--- config.mk ---
export PLATFORM = sky130hd
export DESIGN_NAME = vcif_ctrl
export DESIGN_NICKNAME = d
export VERILOG_FILES = /design/src/vcif_pkg.sv /design/src/vcif_acc_chk.sv /design/src/vcif_grp_prio.sv /design/src/vcif_ctrl.sv
export SDC_FILE = /design/constraint.sdc
export NUM_CORES = 1
export LEC_CHECK = 0
export BUFFER_PORTS_ARGS = -buffer_cell sky130_fd_sc_hd__buf_2
export CELL_PAD_IN_SITES_DETAIL_PLACEMENT = 1
export CELL_PAD_IN_SITES_GLOBAL_PLACEMENT = 1
export CORE_MARGIN = 3
export CORE_UTILIZATION = 25
export CTS_CLUSTER_SIZE = 16
export DETAILED_ROUTE_END_ITERATION = 7
export GPL_TIMING_DRIVEN = 0
export PLACE_DENSITY_LB_ADDON = 0.2
export SYNTH_ARGS = -nofsm -noshare
export SYNTH_HDL_FRONTEND = slang
export SYNTH_HIERARCHICAL = 1
export SYNTH_SLANG_ARGS = --single-unit
--- constraint.sdc ---
create_clock -name i_clk -period 3.3 [get_ports i_clk]
set_input_delay 0.66 -clock i_clk [delete_from_list [all_inputs] [get_ports i_clk]]
set_output_delay 0.66 -clock i_clk [all_outputs]
set_load 0.01 [all_outputs]
--- src/vcif_pkg.sv ---
package vcif_pkg;

    // ------------------------------------------------------------
    // System register encodings
    // ------------------------------------------------------------
    localparam logic [3:0] VCIF_COPROC = 4'hf;
    localparam logic [2:0] VCIF_OPC1 = 3'h4;
    localparam logic [3:0] VCIF_CRN = 4'hc;
    localparam logic [3:0] VCIF_CRM = 4'hb;
    localparam logic [2:0] VCIF_OPC2_CTRL = 3'h7;
    localparam logic [2:0] VCIF_OPC2_TYPE = 3'h1;
    localparam logic [5:0] VCIF_TRAP_CODE = 6'h03;

    // ------------------------------------------------------------
    // Exception levels
    // ------------------------------------------------------------
    localparam logic [1:0] VCIF_EL_USER = 2'h0;
    localparam logic [1:0] VCIF_EL_KERNEL = 2'h1;
    localparam logic [1:0] VCIF_EL_HYP = 2'h2;
    localparam logic [1:0] VCIF_EL_MON = 2'h3;

    // ------------------------------------------------------------
    // Control register field positions
    // ------------------------------------------------------------
    localparam int VCIF_C_PMASK_LSB = 24;
    localparam int VCIF_C_BP0_LSB = 21;
    localparam int VCIF_C_BP1_LSB = 18;
    localparam int VCIF_C_EOIM = 9;
    localparam int VCIF_C_CBPR = 4;
    localparam int VCIF_C_FIQ = 3;
    localparam int VCIF_C_ACK = 2;
    localparam int VCIF_C_EN1 = 1;
    localparam int VCIF_C_EN0 = 0;
    localparam logic [31:0] VCIF_CTRL_RST = 32'h0000_0000;

    // ------------------------------------------------------------
    // Type register field positions and values
    // ------------------------------------------------------------
    localparam int VCIF_T_PRI_LSB = 29;
    localparam int VCIF_T_PRE_LSB = 26;
    localparam int VCIF_T_ID_LSB = 23;
    localparam int VCIF_T_SYS_ERROR_IRQ_SUPPORT = 22;
    localparam int VCIF_T_A3V = 21;
    localparam int VCIF_T_NODI = 20;
    localparam int VCIF_T_TDS = 19;
    localparam int VCIF_T_LR_LSB = 0;
    localparam logic [2:0] VCIF_ID_16 = 3'h0;
    localparam logic [2:0] VCIF_ID_24 = 3'h1;
    localparam logic [2:0] VCIF_MIN_BITS_M1 = 3'h4;
    localparam logic [4:0] VCIF_LR_MAX_M1 = 5'h0f;

    // ------------------------------------------------------------
    // Virtual interface view
    // ------------------------------------------------------------
    localparam int VCIF_VC_CBPR = 0;
    localparam int VCIF_VC_EOIM = 1;
    localparam int VCIF_VC_FIQ = 2;
    localparam int VCIF_VC_ACK = 3;
    localparam logic [23:0] VCIF_SPURIOUS_ID = 24'h0003fe;
    localparam logic [2:0] VCIF_BP_SAT = 3'h7;

    typedef enum logic [2:0] {
        VCIF_VV_MASK,
        VCIF_VV_BP0,
        VCIF_VV_BP1,
        VCIF_VV_CTRL,
        VCIF_VV_GRPEN0,
        VCIF_VV_GRPEN1
    } vcif_vview_t;

endpackage

--- src/vcif_acc_chk.sv ---
`timescale 1ns/100ps
`default_nettype none
module vcif_acc_chk
    import vcif_pkg::*;
#(
    parameter bit HYP_IMPL = 1'b1
) (
    // Access context
    input wire logic [1:0] i_el,
    input wire logic i_hyp_enabled,
    input wire logic i_hyp_trap_group12,
    input wire logic i_hyp_sysreg_enable,
    input wire logic i_monitor_sysreg_enable,
    // Verdict
    output logic o_ok,
    output logic o_undef,
    output logic o_trap
);

    logic hyp_on;

    assign hyp_on = HYP_IMPL && i_hyp_enabled;

    always_comb begin
        o_ok = 1'b0;
        o_undef = 1'b0;
        o_trap = 1'b0;
        unique case (i_el)
            VCIF_EL_USER: begin
                o_undef = 1'b1;
            end
            VCIF_EL_KERNEL: begin
                o_trap = hyp_on && i_hyp_trap_group12;
                o_undef = !(hyp_on && i_hyp_trap_group12);
            end
            VCIF_EL_HYP: begin
                o_ok = i_hyp_sysreg_enable && HYP_IMPL;
                o_undef = !(i_hyp_sysreg_enable && HYP_IMPL);
            end
            VCIF_EL_MON: begin
                o_ok = i_monitor_sysreg_enable;
                o_undef = !i_monitor_sysreg_enable;
            end
        endcase
    end

endmodule
`default_nettype wire

--- src/vcif_grp_prio.sv ---
`timescale 1ns/100ps
`default_nettype none
module vcif_grp_prio #(
    parameter int PW = 8
) (
    // Priority and number of subpriority bits
    input wire logic [PW-1:0] i_prio,
    input wire logic [3:0] i_sub_bits,
    // Group priority with subpriority cleared
    output logic [PW-1:0] o_group
);

    logic [PW-1:0] keep;

    assign keep = {PW{1'b1}} << i_sub_bits;
    assign o_group = i_prio & keep;

endmodule
`default_nettype wire

--- src/vcif_ctrl.sv ---
// What this block does
// - Signal pending only above priority mask
// - Group 0 split governs group 0 preemption
// - Group 1 split used when common clear
// - Mode 0: end-of-interrupt drops and deactivates
// - Mode 1: end drops only, deactivate separately
// - Common set: group1 view reads group0 plus one, saturating at 7, view writes ignored
// - Bit 3 picks FIQ, fixed one optionally
// - Ack control 0 hides group 1 id
// - Bits 1 and 0 enable the groups
// - Both views share the same storage
// - Warm reset value is not defined
// - Access gated and trapped by exception level
// - No hypervisor: control reads zero from monitor
// - Type bits 31:29 priority width minus one
// - Type bits 28:26 preemption width minus one
// - Type bits 25:23 identifier width code
// - Bits 22 and 21 report error, affinity
// - Bit 20 set: no direct injection
// - No hypervisor: type reads only bit 20
// - Bit 19 reports deactivate trap support
// - Bits 4:0 list register count minus one
`timescale 1ns/100ps
`default_nettype none
module vcif_ctrl
    import vcif_pkg::*;
#(
    parameter bit HYP_IMPL = 1'b1,
    parameter bit SRE_FIXED = 1'b0,
    parameter logic [2:0] PRI_BITS_M1 = VCIF_MIN_BITS_M1,
    parameter logic [2:0] PRE_BITS_M1 = VCIF_MIN_BITS_M1,
    parameter logic [2:0] ID_CODE = VCIF_ID_16,
    parameter bit SYS_ERROR_IRQ_SUPPORT = 1'b0,
    parameter bit A3V = 1'b0,
    parameter bit DEACT_TRAP_SUPPORT = 1'b0,
    parameter logic [4:0] LR_M1 = VCIF_LR_MAX_M1
) (
    // Clock and reset
    input wire logic i_clk,
    input wire logic i_rst,
    // System register access from the core
    input wire logic i_acc_valid,
    input wire logic i_acc_write,
    input wire logic [1:0] i_acc_el,
    input wire logic [3:0] i_acc_coproc,
    input wire logic [2:0] i_acc_opc1,
    input wire logic [3:0] i_acc_crn,
    input wire logic [3:0] i_acc_crm,
    input wire logic [2:0] i_acc_opc2,
    input wire logic [31:0] i_acc_wdata,
    output logic o_acc_done,
    output logic o_acc_undef,
    output logic o_acc_trap,
    output logic [5:0] o_acc_trap_code,
    output logic [31:0] o_acc_rdata,
    // Level enables and traps
    input wire logic i_hyp_enabled,
    input wire logic i_hyp_trap_group12,
    input wire logic i_hyp_sysreg_enable,
    input wire logic i_monitor_sysreg_enable,
    // Virtual interface view of the same fields
    input wire logic i_vv_valid,
    input wire logic i_vv_write,
    input wire vcif_vview_t i_vv_sel,
    input wire logic [7:0] i_vv_wdata,
    output logic [7:0] o_vv_rdata,
    // Highest pending virtual interrupt
    input wire logic i_pend_valid,
    input wire logic i_pend_group,
    input wire logic [7:0] i_pend_priority,
    input wire logic [23:0] i_pend_intid,
    input wire logic [7:0] i_running_priority,
    output logic o_virq,
    output logic o_vfiq,
    output logic [23:0] o_ack_intid,
    // End of interrupt and deactivate writes
    input wire logic i_eoi_wr,
    input wire logic i_dir_wr,
    output logic o_prio_drop,
    output logic o_deactivate
);

    // ------------------------------------------------------------
    // Shared field storage
    // ------------------------------------------------------------
    logic [7:0] pmask_r;
    logic [2:0] bp0_r;
    logic [2:0] bp1_r;
    logic eoim_r;
    logic cbpr_r;
    logic fiq_r;
    logic ack_r;
    logic en1_r;
    logic en0_r;

    logic hit_ctrl;
    logic hit_type;
    logic acc_ok;
    logic acc_undef;
    logic acc_trap;
    logic sys_wr;
    logic vv_wr;
    logic fiq_eff;
    logic ack_eff;
    logic [2:0] bp1_view;
    logic [31:0] ctrl_val;
    logic [31:0] type_val;
    logic [31:0] rd_nxt;
    logic [7:0] vv_nxt;

    vcif_acc_chk #(
        .HYP_IMPL(HYP_IMPL)
    ) u_chk (
        .i_el(i_acc_el),
        .i_hyp_enabled(i_hyp_enabled),
        .i_hyp_trap_group12(i_hyp_trap_group12),
        .i_hyp_sysreg_enable(i_hyp_sysreg_enable),
        .i_monitor_sysreg_enable(i_monitor_sysreg_enable),
        .o_ok(acc_ok),
        .o_undef(acc_undef),
        .o_trap(acc_trap)
    );

    assign hit_ctrl = i_acc_coproc == VCIF_COPROC && i_acc_opc1 == VCIF_OPC1
        && i_acc_crn == VCIF_CRN && i_acc_crm == VCIF_CRM
        && i_acc_opc2 == VCIF_OPC2_CTRL;
    assign hit_type = i_acc_coproc == VCIF_COPROC && i_acc_opc1 == VCIF_OPC1
        && i_acc_crn == VCIF_CRN && i_acc_crm == VCIF_CRM
        && i_acc_opc2 == VCIF_OPC2_TYPE;

    // Writes from the monitor are dropped when there is no hypervisor.
    assign sys_wr = i_acc_valid && i_acc_write && hit_ctrl && acc_ok
        && HYP_IMPL;
    // A system register write in the same cycle wins over the view.
    assign vv_wr = i_vv_valid && i_vv_write && !sys_wr;

    assign fiq_eff = SRE_FIXED ? 1'b1 : fiq_r;
    assign ack_eff = SRE_FIXED ? 1'b0 : ack_r;

    assign bp1_view = cbpr_r ? ((bp0_r == VCIF_BP_SAT) ? VCIF_BP_SAT
        : bp0_r + 3'h1) : bp1_r;

    always_comb begin
        ctrl_val = VCIF_CTRL_RST;
        ctrl_val[VCIF_C_PMASK_LSB +: 8] = pmask_r;
        ctrl_val[VCIF_C_BP0_LSB +: 3] = bp0_r;
        ctrl_val[VCIF_C_BP1_LSB +: 3] = bp1_r;
        ctrl_val[VCIF_C_EOIM] = eoim_r;
        ctrl_val[VCIF_C_CBPR] = cbpr_r;
        ctrl_val[VCIF_C_FIQ] = fiq_eff;
        ctrl_val[VCIF_C_ACK] = ack_eff;
        ctrl_val[VCIF_C_EN1] = en1_r;
        ctrl_val[VCIF_C_EN0] = en0_r;
    end

    always_comb begin
        type_val = 32'h0000_0000;
        type_val[VCIF_T_PRI_LSB +: 3] = PRI_BITS_M1;
        type_val[VCIF_T_PRE_LSB +: 3] = PRE_BITS_M1;
        type_val[VCIF_T_ID_LSB +: 3] = ID_CODE;
        type_val[VCIF_T_SYS_ERROR_IRQ_SUPPORT] = SYS_ERROR_IRQ_SUPPORT;
        type_val[VCIF_T_A3V] = A3V;
        type_val[VCIF_T_NODI] = 1'b1;
        type_val[VCIF_T_TDS] = DEACT_TRAP_SUPPORT;
        type_val[VCIF_T_LR_LSB +: 5] = LR_M1;
        if (!HYP_IMPL) begin
            type_val = 32'h0000_0000;
            type_val[VCIF_T_NODI] = 1'b1;
        end
    end

    // ------------------------------------------------------------
    // Field storage, written from either view
    // ------------------------------------------------------------
    // zero is one legal undefined value
    always_ff @(posedge i_clk or posedge i_rst) begin
        if (i_rst) begin
            pmask_r <= VCIF_CTRL_RST[VCIF_C_PMASK_LSB +: 8];
            bp0_r <= VCIF_CTRL_RST[VCIF_C_BP0_LSB +: 3];
            bp1_r <= VCIF_CTRL_RST[VCIF_C_BP1_LSB +: 3];
            eoim_r <= VCIF_CTRL_RST[VCIF_C_EOIM];
            cbpr_r <= VCIF_CTRL_RST[VCIF_C_CBPR];
            fiq_r <= VCIF_CTRL_RST[VCIF_C_FIQ];
            ack_r <= VCIF_CTRL_RST[VCIF_C_ACK];
            en1_r <= VCIF_CTRL_RST[VCIF_C_EN1];
            en0_r <= VCIF_CTRL_RST[VCIF_C_EN0];
        end else if (sys_wr) begin
            pmask_r <= i_acc_wdata[VCIF_C_PMASK_LSB +: 8];
            bp0_r <= i_acc_wdata[VCIF_C_BP0_LSB +: 3];
            bp1_r <= i_acc_wdata[VCIF_C_BP1_LSB +: 3];
            eoim_r <= i_acc_wdata[VCIF_C_EOIM];
            cbpr_r <= i_acc_wdata[VCIF_C_CBPR];
            fiq_r <= i_acc_wdata[VCIF_C_FIQ];
            ack_r <= i_acc_wdata[VCIF_C_ACK];
            en1_r <= i_acc_wdata[VCIF_C_EN1];
            en0_r <= i_acc_wdata[VCIF_C_EN0];
        end else if (vv_wr) begin
            unique case (i_vv_sel)
                VCIF_VV_MASK: pmask_r <= i_vv_wdata;
                VCIF_VV_BP0: bp0_r <= i_vv_wdata[2:0];
                VCIF_VV_BP1: begin
                    if (!cbpr_r) begin
                        bp1_r <= i_vv_wdata[2:0];
                    end
                end
                VCIF_VV_CTRL: begin
                    cbpr_r <= i_vv_wdata[VCIF_VC_CBPR];
                    eoim_r <= i_vv_wdata[VCIF_VC_EOIM];
                    fiq_r <= i_vv_wdata[VCIF_VC_FIQ];
                    ack_r <= i_vv_wdata[VCIF_VC_ACK];
                end
                VCIF_VV_GRPEN0: en0_r <= i_vv_wdata[0];
                VCIF_VV_GRPEN1: en1_r <= i_vv_wdata[0];
                default: pmask_r <= pmask_r;
            endcase
        end
    end

    // ------------------------------------------------------------
    // System register answer, one cycle after the request
    // ------------------------------------------------------------
    always_comb begin
        rd_nxt = 32'h0000_0000;
        if (acc_ok && !i_acc_write && hit_type) begin
            rd_nxt = type_val;
        end else if (acc_ok && !i_acc_write && hit_ctrl) begin
            rd_nxt = HYP_IMPL ? ctrl_val : 32'h0000_0000;
        end
    end

    always_ff @(posedge i_clk or posedge i_rst) begin
        if (i_rst) begin
            o_acc_done <= 1'b0;
            o_acc_undef <= 1'b0;
            o_acc_trap <= 1'b0;
            o_acc_trap_code <= 6'h00;
            o_acc_rdata <= 32'h0000_0000;
        end else begin
            o_acc_done <= i_acc_valid && (hit_ctrl || hit_type);
            // a write to the type register is undefined
            o_acc_undef <= i_acc_valid && ((hit_ctrl && acc_undef)
                || (hit_type && (acc_undef || (acc_ok && i_acc_write))));
            o_acc_trap <= i_acc_valid && (hit_ctrl || hit_type) && acc_trap;
            o_acc_trap_code <= (i_acc_valid && (hit_ctrl || hit_type)
                && acc_trap) ? VCIF_TRAP_CODE : 6'h00;
            o_acc_rdata <= (i_acc_valid && !acc_trap) ? rd_nxt
                : 32'h0000_0000;
        end
    end

    // ------------------------------------------------------------
    // Virtual view read
    // ------------------------------------------------------------
    always_comb begin
        vv_nxt = 8'h00;
        unique case (i_vv_sel)
            VCIF_VV_MASK: vv_nxt = pmask_r;
            VCIF_VV_BP0: vv_nxt = {5'h00, bp0_r};
            VCIF_VV_BP1: vv_nxt = {5'h00, bp1_view};
            VCIF_VV_CTRL: vv_nxt = {4'h0, ack_eff, fiq_eff, eoim_r, cbpr_r};
            VCIF_VV_GRPEN0: vv_nxt = {7'h00, en0_r};
            VCIF_VV_GRPEN1: vv_nxt = {7'h00, en1_r};
            default: vv_nxt = 8'h00;
        endcase
    end

    always_ff @(posedge i_clk or posedge i_rst) begin
        if (i_rst) begin
            o_vv_rdata <= 8'h00;
        end else if (i_vv_valid && !i_vv_write) begin
            o_vv_rdata <= vv_nxt;
        end
    end

    // ------------------------------------------------------------
    // Signalling and preemption
    // ------------------------------------------------------------
    logic [3:0] sub0;
    logic [3:0] sub1;
    logic [7:0] grp0;
    logic [7:0] grp1;
    logic [7:0] pend_grp;
    logic grp_en;
    logic can_signal;

    assign sub0 = {1'b0, bp0_r} + 4'h1;
    assign sub1 = cbpr_r ? sub0 : {1'b0, bp1_r};

    vcif_grp_prio #(
        .PW(8)
    ) u_grp0 (
        .i_prio(i_pend_priority),
        .i_sub_bits(sub0),
        .o_group(grp0)
    );

    vcif_grp_prio #(
        .PW(8)
    ) u_grp1 (
        .i_prio(i_pend_priority),
        .i_sub_bits(sub1),
        .o_group(grp1)
    );

    assign pend_grp = i_pend_group ? grp1 : grp0;
    assign grp_en = i_pend_group ? en1_r : en0_r;
    // mask comparison, lower value is higher priority
    assign can_signal = i_pend_valid && grp_en
        && (i_pend_priority < pmask_r)
        && (pend_grp < i_running_priority);

    always_ff @(posedge i_clk or posedge i_rst) begin
        if (i_rst) begin
            o_virq <= 1'b0;
            o_vfiq <= 1'b0;
        end else begin
            o_vfiq <= can_signal && !i_pend_group && fiq_eff;
            o_virq <= can_signal && (i_pend_group || !fiq_eff);
        end
    end

    always_ff @(posedge i_clk or posedge i_rst) begin
        if (i_rst) begin
            o_ack_intid <= VCIF_SPURIOUS_ID;
        end else begin
            o_ack_intid <= (!i_pend_valid || (i_pend_group && !ack_eff))
                ? VCIF_SPURIOUS_ID : i_pend_intid;
        end
    end

    // ------------------------------------------------------------
    // End of interrupt
    // ------------------------------------------------------------
    // Deactivate writes in mode 0 are unpredictable; they do nothing here.
    always_ff @(posedge i_clk or posedge i_rst) begin
        if (i_rst) begin
            o_prio_drop <= 1'b0;
            o_deactivate <= 1'b0;
        end else begin
            o_prio_drop <= i_eoi_wr;
            o_deactivate <= eoim_r ? i_dir_wr : i_eoi_wr;
        end
    end
endmodule
`default_nettype wire

=== Yosys cells after proc, flatten, opt, wreduce, memory -nomap -nowiden ===
Cells that the tools add are included.

* Add/sub/neg operators: 2
* $lt $le $gt $ge: 2
* Equality and inequality tests: 16
* Bitwise logic cells: 2
* Shift-type cells: 2
* Reductions and logical operators: 60
* Muxes and demuxes: 43

{| class="wikitable"
|+ Operators with widths
! kind !! number
|-
| 32-bit 2-to-1 mux || 3
|-
| 8-bit one-hot mux with 6 select lines || 1
|-
| 8-bit 2-to-1 mux || 4
|-
| 1-bit logical AND || 29
|-
| 3-bit 2-to-1 mux || 9
|-
| 24-bit 2-to-1 mux || 1
|-
| 1-bit 2-to-1 mux || 21
|-
| 8-bit AND || 2
|-
| 8-bit < comparator || 2
|-
| 8-bit by 4-bit << shifter with 8-bit output, first input constant || 2
|-
| 3-bit equality test, second input constant || 5
|-
| 2-bit nonzero test || 7
|-
| 4-bit equality test, second input constant || 3
|-
| 1-bit zero test || 11
|-
| 2-bit AND reduction || 5
|-
| 3-bit by 1-bit equality test with 1-bit output, second input constant || 2
|-
| 3-bit by 2-bit equality test with 1-bit output, second input constant || 2
|-
| 1-bit logical OR || 5
|-
| 3-bit by 1-bit adder with 4-bit output, second input constant || 1
|-
| 2-bit equality test, second input constant || 2
|-
| 4-bit 2-to-1 mux || 1
|-
| 1-bit one-hot mux with 4 select lines || 1
|-
| 3-bit by 1-bit adder with 3-bit output, second input constant || 1
|-
| 3-bit zero test || 1
|-
| other kinds (6) || 6
|}

* Input port bits: 117
* Word-level logic and storage cells: 147
* Bits in registers: 93
* Output and inout bits: 77

=== Longest topological paths before layout ===
Gate-level depths: netlist (run 1).

* Depth after elaboration: 11
* Depth in mapped cells: 12
* Mapped depth without buffers: 12

=== Cells and area by module ===
Netlist (run 1), hierarchy kept.

{| class="wikitable"
|+ By module, submodules not included
! module !! instances !! cells an instance !! area each (um^2) !! sequential area each (um^2)
|-
| vcif_ctrl || 1 || 354 || 4052.6 || 1988.2
|-
| vcif_grp_prio || 2 || 14 || 91.3 || 0.0
|-
| vcif_acc_chk || 1 || 5 || 37.5 || 0.0
|}

=== Worst setup path after synthesis (run 1) ===
No wires, ideal clock.

* Path kind: register to register
* From: register bp0_r[0]
* To: register o_vfiq
* Data required time: 3212 ps
* Cell stages (with the launch flop): 13
* Setup time: 88 ps
* Period minus slack after synthesis: 2742 ps
* Slack: 558 ps
* Buffers on the path: 0
* Data arrival time: 2654 ps
* Cells stage by stage: dfrtp_1 -> ha_1 -> inv_1 -> ha_1 -> mux2_2 -> nor2_1 -> and3_1 -> mux2_2 -> ha_1 -> nor4b_1 -> a211oi_1 -> a211o_1 -> nor3b_1

* Longest elaborated chain between the ends: 9
* Elaborated cells on any way between the ends: 11
* Those cells by class: add/sub: 1; order compare: 1; shift: 2; mux: 2; bitwise: 2; reduce/logical: 3

{| class="wikitable"
|+ Ends and longest elaborated chain
! element !! line !! text
|-
| start: declaration || vcif_ctrl.sv:87 || <nowiki>logic [2:0] bp0_r;</nowiki>
|-
| start signal: assignment || vcif_ctrl.sv:179 || <nowiki>bp0_r <= VCIF_CTRL_RST[VCIF_C_BP0_LSB +: 3];</nowiki>
|-
| start signal: assignment || vcif_ctrl.sv:189 || <nowiki>bp0_r <= i_acc_wdata[VCIF_C_BP0_LSB +: 3];</nowiki>
|-
| start signal: assignment || vcif_ctrl.sv:200 || <nowiki>VCIF_VV_BP0: bp0_r <= i_vv_wdata[2:0];</nowiki>
|-
| 3-bit by 1-bit adder with 4-bit output || vcif_ctrl.sv:286 || <nowiki>assign sub0 = {1'b0, bp0_r} + 4'h1;</nowiki>
|-
| via sub0[2] || vcif_ctrl.sv:278 || <nowiki>logic [3:0] sub0;</nowiki>
|-
| 4-bit 2-to-1 mux || vcif_ctrl.sv:287 || <nowiki>assign sub1 = cbpr_r ? sub0 : {1'b0, bp1_r};</nowiki>
|-
| via sub1[2] || vcif_ctrl.sv:279 || <nowiki>logic [3:0] sub1;</nowiki>
|-
| 8-bit by 4-bit << shifter with 8-bit output || vcif_grp_prio.sv:15 || <nowiki>assign keep = {PW{1'b1}} << i_sub_bits;</nowiki>
|-
| 8-bit AND || vcif_grp_prio.sv:16 || <nowiki>assign o_group = i_prio & keep;</nowiki>
|-
| via grp1[2] || vcif_ctrl.sv:281 || <nowiki>logic [7:0] grp1;</nowiki>
|-
| 8-bit 2-to-1 mux || vcif_ctrl.sv:305 || <nowiki>assign pend_grp = i_pend_group ? grp1 : grp0;</nowiki>
|-
| 8-bit < comparator || vcif_ctrl.sv:310 || <nowiki>&& (pend_grp < i_running_priority);</nowiki>
|-
| 1-bit logical AND || vcif_ctrl.sv:310 ||
|-
| 1-bit logical AND (2 in a row) || vcif_ctrl.sv:317 || <nowiki>o_vfiq <= can_signal && !i_pend_group && fiq_eff;</nowiki>
|-
| end signal: assignment || vcif_ctrl.sv:317 ||
|-
| end: declaration || vcif_ctrl.sv:74 || <nowiki>output logic o_vfiq,</nowiki>
|}

The timed path passes the listed nets, and every way through them passes these cells.
A chain may end at the register's enable or synchronous reset.

=== Final worst setup path (run 1) ===
* From: register bp0_r[1]
* To: register o_virq

* Longest elaborated chain between the ends: 8
* Elaborated cells on any way between the ends: 10
* Those cells by class: add/sub: 1; order compare: 1; shift: 2; mux: 2; bitwise: 2; reduce/logical: 2

{| class="wikitable"
|+ Ends and longest elaborated chain
! element !! line !! text
|-
| 3-bit by 1-bit adder with 4-bit output || vcif_ctrl.sv:286 ||
|-
| via sub0[2] || vcif_ctrl.sv:278 ||
|-
| 4-bit 2-to-1 mux || vcif_ctrl.sv:287 ||
|-
| via sub1[2] || vcif_ctrl.sv:279 ||
|-
| 8-bit by 4-bit << shifter with 8-bit output || vcif_grp_prio.sv:15 ||
|-
| 8-bit AND || vcif_grp_prio.sv:16 ||
|-
| via grp1[2] || vcif_ctrl.sv:281 ||
|-
| 8-bit 2-to-1 mux || vcif_ctrl.sv:305 ||
|-
| 8-bit < comparator || vcif_ctrl.sv:310 ||
|-
| 1-bit logical AND || vcif_ctrl.sv:310 ||
|-
| 1-bit logical AND || vcif_ctrl.sv:318 || <nowiki>o_virq <= can_signal && (i_pend_group || !fiq_eff);</nowiki>
|-
| end signal: assignment || vcif_ctrl.sv:318 ||
|-
| end: declaration || vcif_ctrl.sv:73 || <nowiki>output logic o_virq,</nowiki>
|}

The timed path passes the listed nets, and every way through them passes these cells.

==> impl_metrics.env, run 1 <==
export IMPL_status="completed"
export IMPL_drtIter0Drc=144
export IMPL_ys_types=54
export IMPL_max_freq_mhz=321
export IMPL_tightestPinTransition_ns=1.06
export IMPL_clkSlewWorstSetupHoldPaths_ns=0.07
export IMPL_synth_top_cell_area_share_pct=41.0
export IMPL_cp_max_fo=6
export IMPL_final_max_slew_viol_count=0
export IMPL_finalNetCount=711
export IMPL_post_cts_setup_buffer_count=0
export IMPL_dp_cells=787
export IMPL_clkPwrFrac_pct=35.3
export IMPL_rows=47
export IMPL_postRouteAntennaNets=0
export IMPL_cts_buffers=9
export IMPL_pin_count=194
export IMPL_io_buffers=164
export IMPL_synth_seq_cells=79
export IMPL_p_leak_nw=3.01
export IMPL_dieArea_mm2=0.0187
export IMPL_required_ns=3.55
export IMPL_fp_dieH_um=137
export IMPL_syn_inst=387
export IMPL_synth_common_cells="70 x dfrtp_1, 33 x mux2_2, 26 x inv_1"
export IMPL_ys_seq_area_share_pct=46.5
export IMPL_drv_cap=0
export IMPL_drive_gt1_share_pct=47.6
export IMPL_synthTopCellsByArea="dfrtp_1 41%, mux2_2 8.7%, mux2_4 5.6%"
export IMPL_relSlewSlack_pct=28.4
export IMPL_arrival_ns=3.37
export IMPL_slowest_stage="dfrtp_1"
export IMPL_timing_setup_tns_ns=0
export IMPL_p_total_mw=2.97
export IMPL_path_cells="ha_2 -> inv_1 -> ha_2 -> mux2_4 -> nor2_1 -> and3_1 -> mux2_2 -> ha_1 -> nor4b_1 -> a211oi_1 -> a211o_1 -> nor3_1"
export IMPL_yosys_warnings=6
export IMPL_nFillCells=1959
export IMPL_firstDrtPassIters=4
export IMPL_drcViolationCount=0
export IMPL_grt_overflow_total=0
export IMPL_finalHoldViolCount=0
export IMPL_grt_usage_pct=14.4
export IMPL_synth_ff_type="dfrtp_1"
export IMPL_antenna_found_initial=0
export IMPL_stdcell_count=802
export IMPL_start_util_pct=25.7
export IMPL_syn_avg_cell_area_um2=11.0
export IMPL_die_w_um=137
export IMPL_worstSetupStartpointType="flop"
export IMPL_root_buffer="clkbuf_16"
export IMPL_n_antenna_cell=0
export IMPL_yosysMostFrequentCell="dfrtp_1"
export IMPL_via_count=3549
export IMPL_p_sw_uw=923
export IMPL_hold_ws_ns=0.244
export IMPL_seqPwrFrac_pct=39.5
export IMPL_core_area_mm2=0.0166
export IMPL_max_stage_delay_ns=0.45
export IMPL_fin_crit_sh_pct=94.4
export IMPL_async_flop_share_pct=100
export IMPL_pwr_share_comb_pct=25.1
export IMPL_drt_vias_per_instance=4.43
export IMPL_grt_pass1_vias=3709
export IMPL_grt_first_pass_wirelength_um=20200
export IMPL_routabilityCongestion=0.820
export IMPL_peakVddDrop_v=0.000266
export IMPL_final_setup_viol_count=0
export IMPL_grt_max_degree=64
export IMPL_htreeDepth=3
export IMPL_power_density_mw_per_mm2=515
export IMPL_synth_top_area_cell="dfrtp_1"
export IMPL_skew_ns=0.00575
export IMPL_wirelength_um=13500
export IMPL_synth_edff_count=0
export IMPL_period_needed_ns=3.11
export IMPL_wire_per_inst_um=16.9
export IMPL_layout_area_overhead_vs_synth_pct=35.0
export IMPL_dp_hpwl_um=10800
export IMPL_crit_type="reg2reg"
export IMPL_clockBufferDepth=2
export IMPL_hold_path_class="in2async"
export IMPL_netSwitchingFraction_pct=31.1
export IMPL_cts_tree="yes"
export IMPL_path_common_cell="ha_2"
export IMPL_crit_path_end_kind="flop"
export IMPL_netlist_area_mm2=0.00427
export IMPL_power_internal_mw=2.05
export IMPL_insertion_delay_ns=0.35
export IMPL_fin_util_pct=34.7
export IMPL_clock_sinks=79
==> layout make-up <==
class,instances,area (um^2),share of cell area (%)
buffer,30,208,3.60
timing repair buffer,165,848,14.7
clock inverter,7,77.6,1.34
sequential,79,1990,34.5
multi-input combinational,266,2040,35.4
clock buffer,9,225,3.90
inverter,26,100,1.74
tap,220,275,4.77
==> routing by layer <==
metal / vias up / global-route usage [%] / part of all wire, %
met2: 115 / 24.8 / 51
met3: 11 / 4.19 / 6.2
met4: 0 / 4.26 / 1.6
li1: 1694 / - / -
met5: - / 0 / 0
met1: 1729 / 17.5 / 42
==> placed cells by master (no fill, tap or decap), types with 3 or more instances in the layout <==
cell type | netlist | layout
inv_1 | 26 | 25
and2_1 | 25 | 25
nand2_1 | 20 | 20
dfrtp_1 | 70 | 69
inv_6 | 0 | 3
nand3_1 | 7 | 7
mux2i_1 | 8 | 7
buf_6 | 3 | 3
a211oi_1 | 6 | 6
nor3b_1 | 3 | 3
a21oi_1 | 12 | 12
o211ai_1 | 3 | 3
and3_1 | 6 | 6
mux2_4 | 16 | 17
conb_1 | 1 | 16
ha_1 | 17 | 15
nor3_1 | 13 | 13
o21ai_0 | 9 | 9
nor2_1 | 21 | 21
nand2b_1 | 11 | 11
mux2_2 | 33 | 32
dfstp_2 | 9 | 9
nor4b_2 | 3 | 3
buf_4 | 19 | 19
clkbuf_16 | 0 | 9
clkbuf_1 | 7 | 6
buf_2 | 1 | 165
==> worst max-delay path: cells and delay by family, from the launching register on <==
family / cells / cell delay, ns
buffers and inverters: 1 / 0.04
AO/OA/AOI/OAI: 2 / 0.44
flip-flops: 1 / 0.45
multiplexers: 2 / 0.48
AND/OR/NAND/NOR: 4 / 0.78
adder cells (fa/ha/maj): 3 / 0.82
==> cell families after synthesis <==
logic type      count (synthesis)  share of synthesized area [%]
simple gates                  126                           17.2
flops                          79                           46.5
mux                            58                           16.5
buf+inv                        57                           7.23
compound gates                 49                           7.56
fa+ha+maj                      17                           4.98
other cells                     1                         0.0878
==> power by group through the flow <==
| stage | logic [mW] | registers (mW) | clock network (mW) |
|---|---|---|---|
| floorplan | 0.492 | 1.15 | 0 |
| CTS | 0.753 | 1.17 | 1.09 |
| global placement | 0.716 | 1.18 | 0 |
| finish | 0.746 | 1.17 | 1.05 |
| detailed placement | 0.748 | 1.18 | 0 |
| global route | 0.832 | 1.19 | 1.14 |
==> registers in the layout, summed over array words and instances (netlist names) <==
| register | cells |
|---|---|
| o_acc_undef | 1 |
| en0_r | 1 |
| fiq_eff | 1 |
| cbpr_r | 1 |
| bp0_r | 3 |
| o_vfiq | 1 |
| bp1_r | 3 |
| o_acc_rdata | 20 |
| o_prio_drop | 1 |
| eoim_r | 1 |
| en1_r | 1 |
| o_acc_done | 1 |
| o_ack_intid | 24 |
| o_virq | 1 |
| pmask_r | 8 |
| o_acc_trap_code | 1 |
| o_vv_rdata | 8 |
| ack_eff | 1 |
| o_deactivate | 1 |
==> through the flow <==
stage          area (um^2)  worst slack (ns)
2_1_floorplan         4330             0.558
3_3_place_gp          5430            -0.456
3_5_place_dp          5460            0.0673
4_1_cts               5760            0.0474
5_1_grt               5770          -0.00520
6_report              5770             0.185
==> path summary, 6_finish.rpt <==
path,to,slack (ns),from,cells past startpoint
setup / recovery,o_virq,0.19,bp0_r[1],12
hold / removal,o_ack_intid[10],0.24,i_rst,2
setup reg to reg,o_virq,0.19,bp0_r[1],12
hold reg to reg,o_vv_rdata[3],0.48,o_vv_rdata[3],2
max in group asynchronous,o_acc_rdata[1],2.45,i_rst,3
min in group i_clk,o_prio_drop,0.43,i_eoi_wr,1
==> timing repair <==
| action | in CTS | in global routing |
|---|---|---|
| setup endpoints to repair | 0 | 2 |
| hold endpoints to repair | 0 | 0 |
| gates resized for setup | 0 | 5 |
| hold buffers | 0 | 0 |
No activity file was read; power rests on OpenSTA's default activity.
==> run 2: changes to the inputs <==
--- a/config.mk
+++ b/config.mk
@@ -13,6 +13,7 @@
 export CTS_CLUSTER_SIZE = 16
 export DETAILED_ROUTE_END_ITERATION = 7
 export GPL_TIMING_DRIVEN = 0
+export MAX_ROUTING_LAYER = met4
 export PLACE_DENSITY_LB_ADDON = 0.2
 export SYNTH_ARGS = -nofsm -noshare
 export SYNTH_HDL_FRONTEND = slang
==> impl_metrics.env, run 2 (synthesized netlist as in run 1, its figures left out) <==
export IMPL_pwr_share_comb_pct=25.2
export IMPL_multi_input_area_mm2=0.00204
export IMPL_peakVddDrop_v=0.000262
export IMPL_hold_path_class="in2async"
export IMPL_crit_type="reg2reg"
export IMPL_drv_cap=0
export IMPL_max_freq_mhz=321
export IMPL_insertion_delay_ns=0.34
export IMPL_final_cell_mix="165 x buf_2, 69 x dfrtp_1, 32 x mux2_2"
export IMPL_clkPwrFrac_pct=35.4
export IMPL_post_cts_setup_buffer_count=0
export IMPL_holdBufCountCts=0
export IMPL_cp_max_fo=6
export IMPL_root_buffer="clkbuf_16"
export IMPL_required_ns=3.55
export IMPL_power_density_mw_per_mm2=514
export IMPL_wire_per_inst_um=16.9
export IMPL_regArea_mm2=0.00199
export IMPL_start_util_pct=25.7
export IMPL_final_setup_viol_count=0
export IMPL_status="completed"
export IMPL_antenna_found_initial=0
export IMPL_grt_usage_pct=14.9
export IMPL_tightestPinTransition_ns=1.06
export IMPL_r2r_setup_slack_ns=0.18
export IMPL_grt_overflow_total=0
export IMPL_rows=47
export IMPL_finalNetCount=711
export IMPL_post_cts_resized=0
export IMPL_clockBufferDepth=2
export IMPL_largestRegisters="o_ack_intid x24, o_acc_rdata x20"
export IMPL_drt_vias_per_instance=4.43
export IMPL_largest_register_ffs=24
export IMPL_worstSetupStartpointType="flop"
export IMPL_p_sw_uw=921
export IMPL_routabilityCongestion=0.832
export IMPL_power_internal_mw=2.05
export IMPL_crit_path_end_kind="flop"
export IMPL_clock_sinks=79
export IMPL_finalHoldViolCount=0
export IMPL_nFillCells=1959
export IMPL_wirelength_um=13500
export IMPL_hold_ws_ns=0.249
export IMPL_layout_commonest_cell="buf_2"
export IMPL_dp_hpwl_um=10800
export IMPL_cts_tree="yes"
export IMPL_seqPwrFrac_pct=39.5
export IMPL_relSlewSlack_pct=28.6
export IMPL_drive_gt1_share_pct=47.6
export IMPL_cts_buffers=9
export IMPL_final_max_slew_viol_count=0
export IMPL_grt_pass1_vias=3711
export IMPL_grt_max_degree=64
export IMPL_io_buffers=164
export IMPL_drcViolationCount=0
export IMPL_core_area_mm2=0.0166
export IMPL_p_leak_nw=3.01
export IMPL_place_ws_ns=0.0673
export IMPL_arrival_ns=3.36
export IMPL_htreeDepth=3
export IMPL_grt_first_pass_wirelength_um=20200
export IMPL_pin_count=194
export IMPL_netSwitchingFraction_pct=31.1
export IMPL_fp_dieH_um=137
export IMPL_via_count=3555
export IMPL_firstDrtPassIters=4
export IMPL_drtIter0Drc=117
export IMPL_fin_crit_sh_pct=94.4
export IMPL_n_antenna_cell=0
export IMPL_clkSlewWorstSetupHoldPaths_ns=0.07
export IMPL_dieArea_mm2=0.0187
export IMPL_postRouteAntennaNets=0
export IMPL_skew_ns=0.00346
export IMPL_period_needed_ns=3.12
export IMPL_layout_area_overhead_vs_synth_pct=35.0
export IMPL_regMostFlops="o_ack_intid"
export IMPL_die_w_um=137
export IMPL_fin_ws_ns=0.184
==> run 2: cell counts in the layout (fill, tap and decap cells not counted) <==
Identical to the previous run, type by type.
==> run 2: power groups by stage <==
stage	sequential, mW	combinational [mW]	clock (mW)
2_1_floorplan	1.15	0.492	0
3_3_place_gp	1.18	0.716	0
3_5_place_dp	1.18	0.748	0
4_1_cts	1.17	0.753	1.09
5_1_grt	1.19	0.832	1.14
6_report	1.17	0.746	1.05
==> run 2: cell type report <==
type                       count  area share [%]
multi-input combinational    266            35.4
sequential                    79            34.5
timing repair buffer         165            14.7
tap                          220            4.77
clock buffer                   9            3.90
buffer                        30            3.60
inverter                      26            1.74
clock inverter                 7            1.34
==> run 2: metrics by stage <==
| stage | utilization [%] | TNS [ns] | std cells | total power [mW] | area [um^2] |
|---|---|---|---|---|---|
| after floorplan | - | 0 | 402 | 1.65 | 4330 |
| after global placement | 32.6 | -31.46 | 786 | 1.90 | 5430 |
| after detailed placement | 32.8 | 0 | 787 | 1.93 | 5460 |
| after CTS | 34.6 | 0 | 803 | 3.01 | 5760 |
| after global routing | 34.7 | -0.00302 | 802 | 3.16 | 5770 |
| final | 34.7 | 0 | 802 | 2.97 | 5770 |
==> run 2: routing by layer <==
layer | vias up | wire length, um | GRT usage, %
li1 | 1691 | - | -
met1 | 1731 | 5580 | 17.8
met2 | 124 | 6880 | 24.8
met3 | 9 | 908 | 3.82
met4 | 0 | 179 | 4.26
met5 | - | 0 | -
==> run 2: worst max-delay path, cell delays in order, from the launching register on <==
cell and delay (ns):
dfrtp_1 0.45, ha_2 0.22, inv_1 0.04, ha_2 0.39
mux2_4 0.22, nor2_1 0.07, and3_1 0.18, mux2_2 0.26
ha_1 0.20, nor4b_1 0.31, a211oi_1 0.12, a211o_1 0.32
nor3_1 0.22
==> run 2: path summary, 6_finish.rpt <==
check	from	to	cells past startpoint
worst max-delay path	bp0_r[1]	o_virq	12
min in group i_clk	i_eoi_wr	o_prio_drop	1
max in group asynchronous	i_rst	bp0_r[0]	3
worst min register to register	o_vv_rdata[3]	o_vv_rdata[3]	2
worst min-delay path	i_rst	o_acc_rdata[29]	2
worst max register to register	bp0_r[1]	o_virq	12
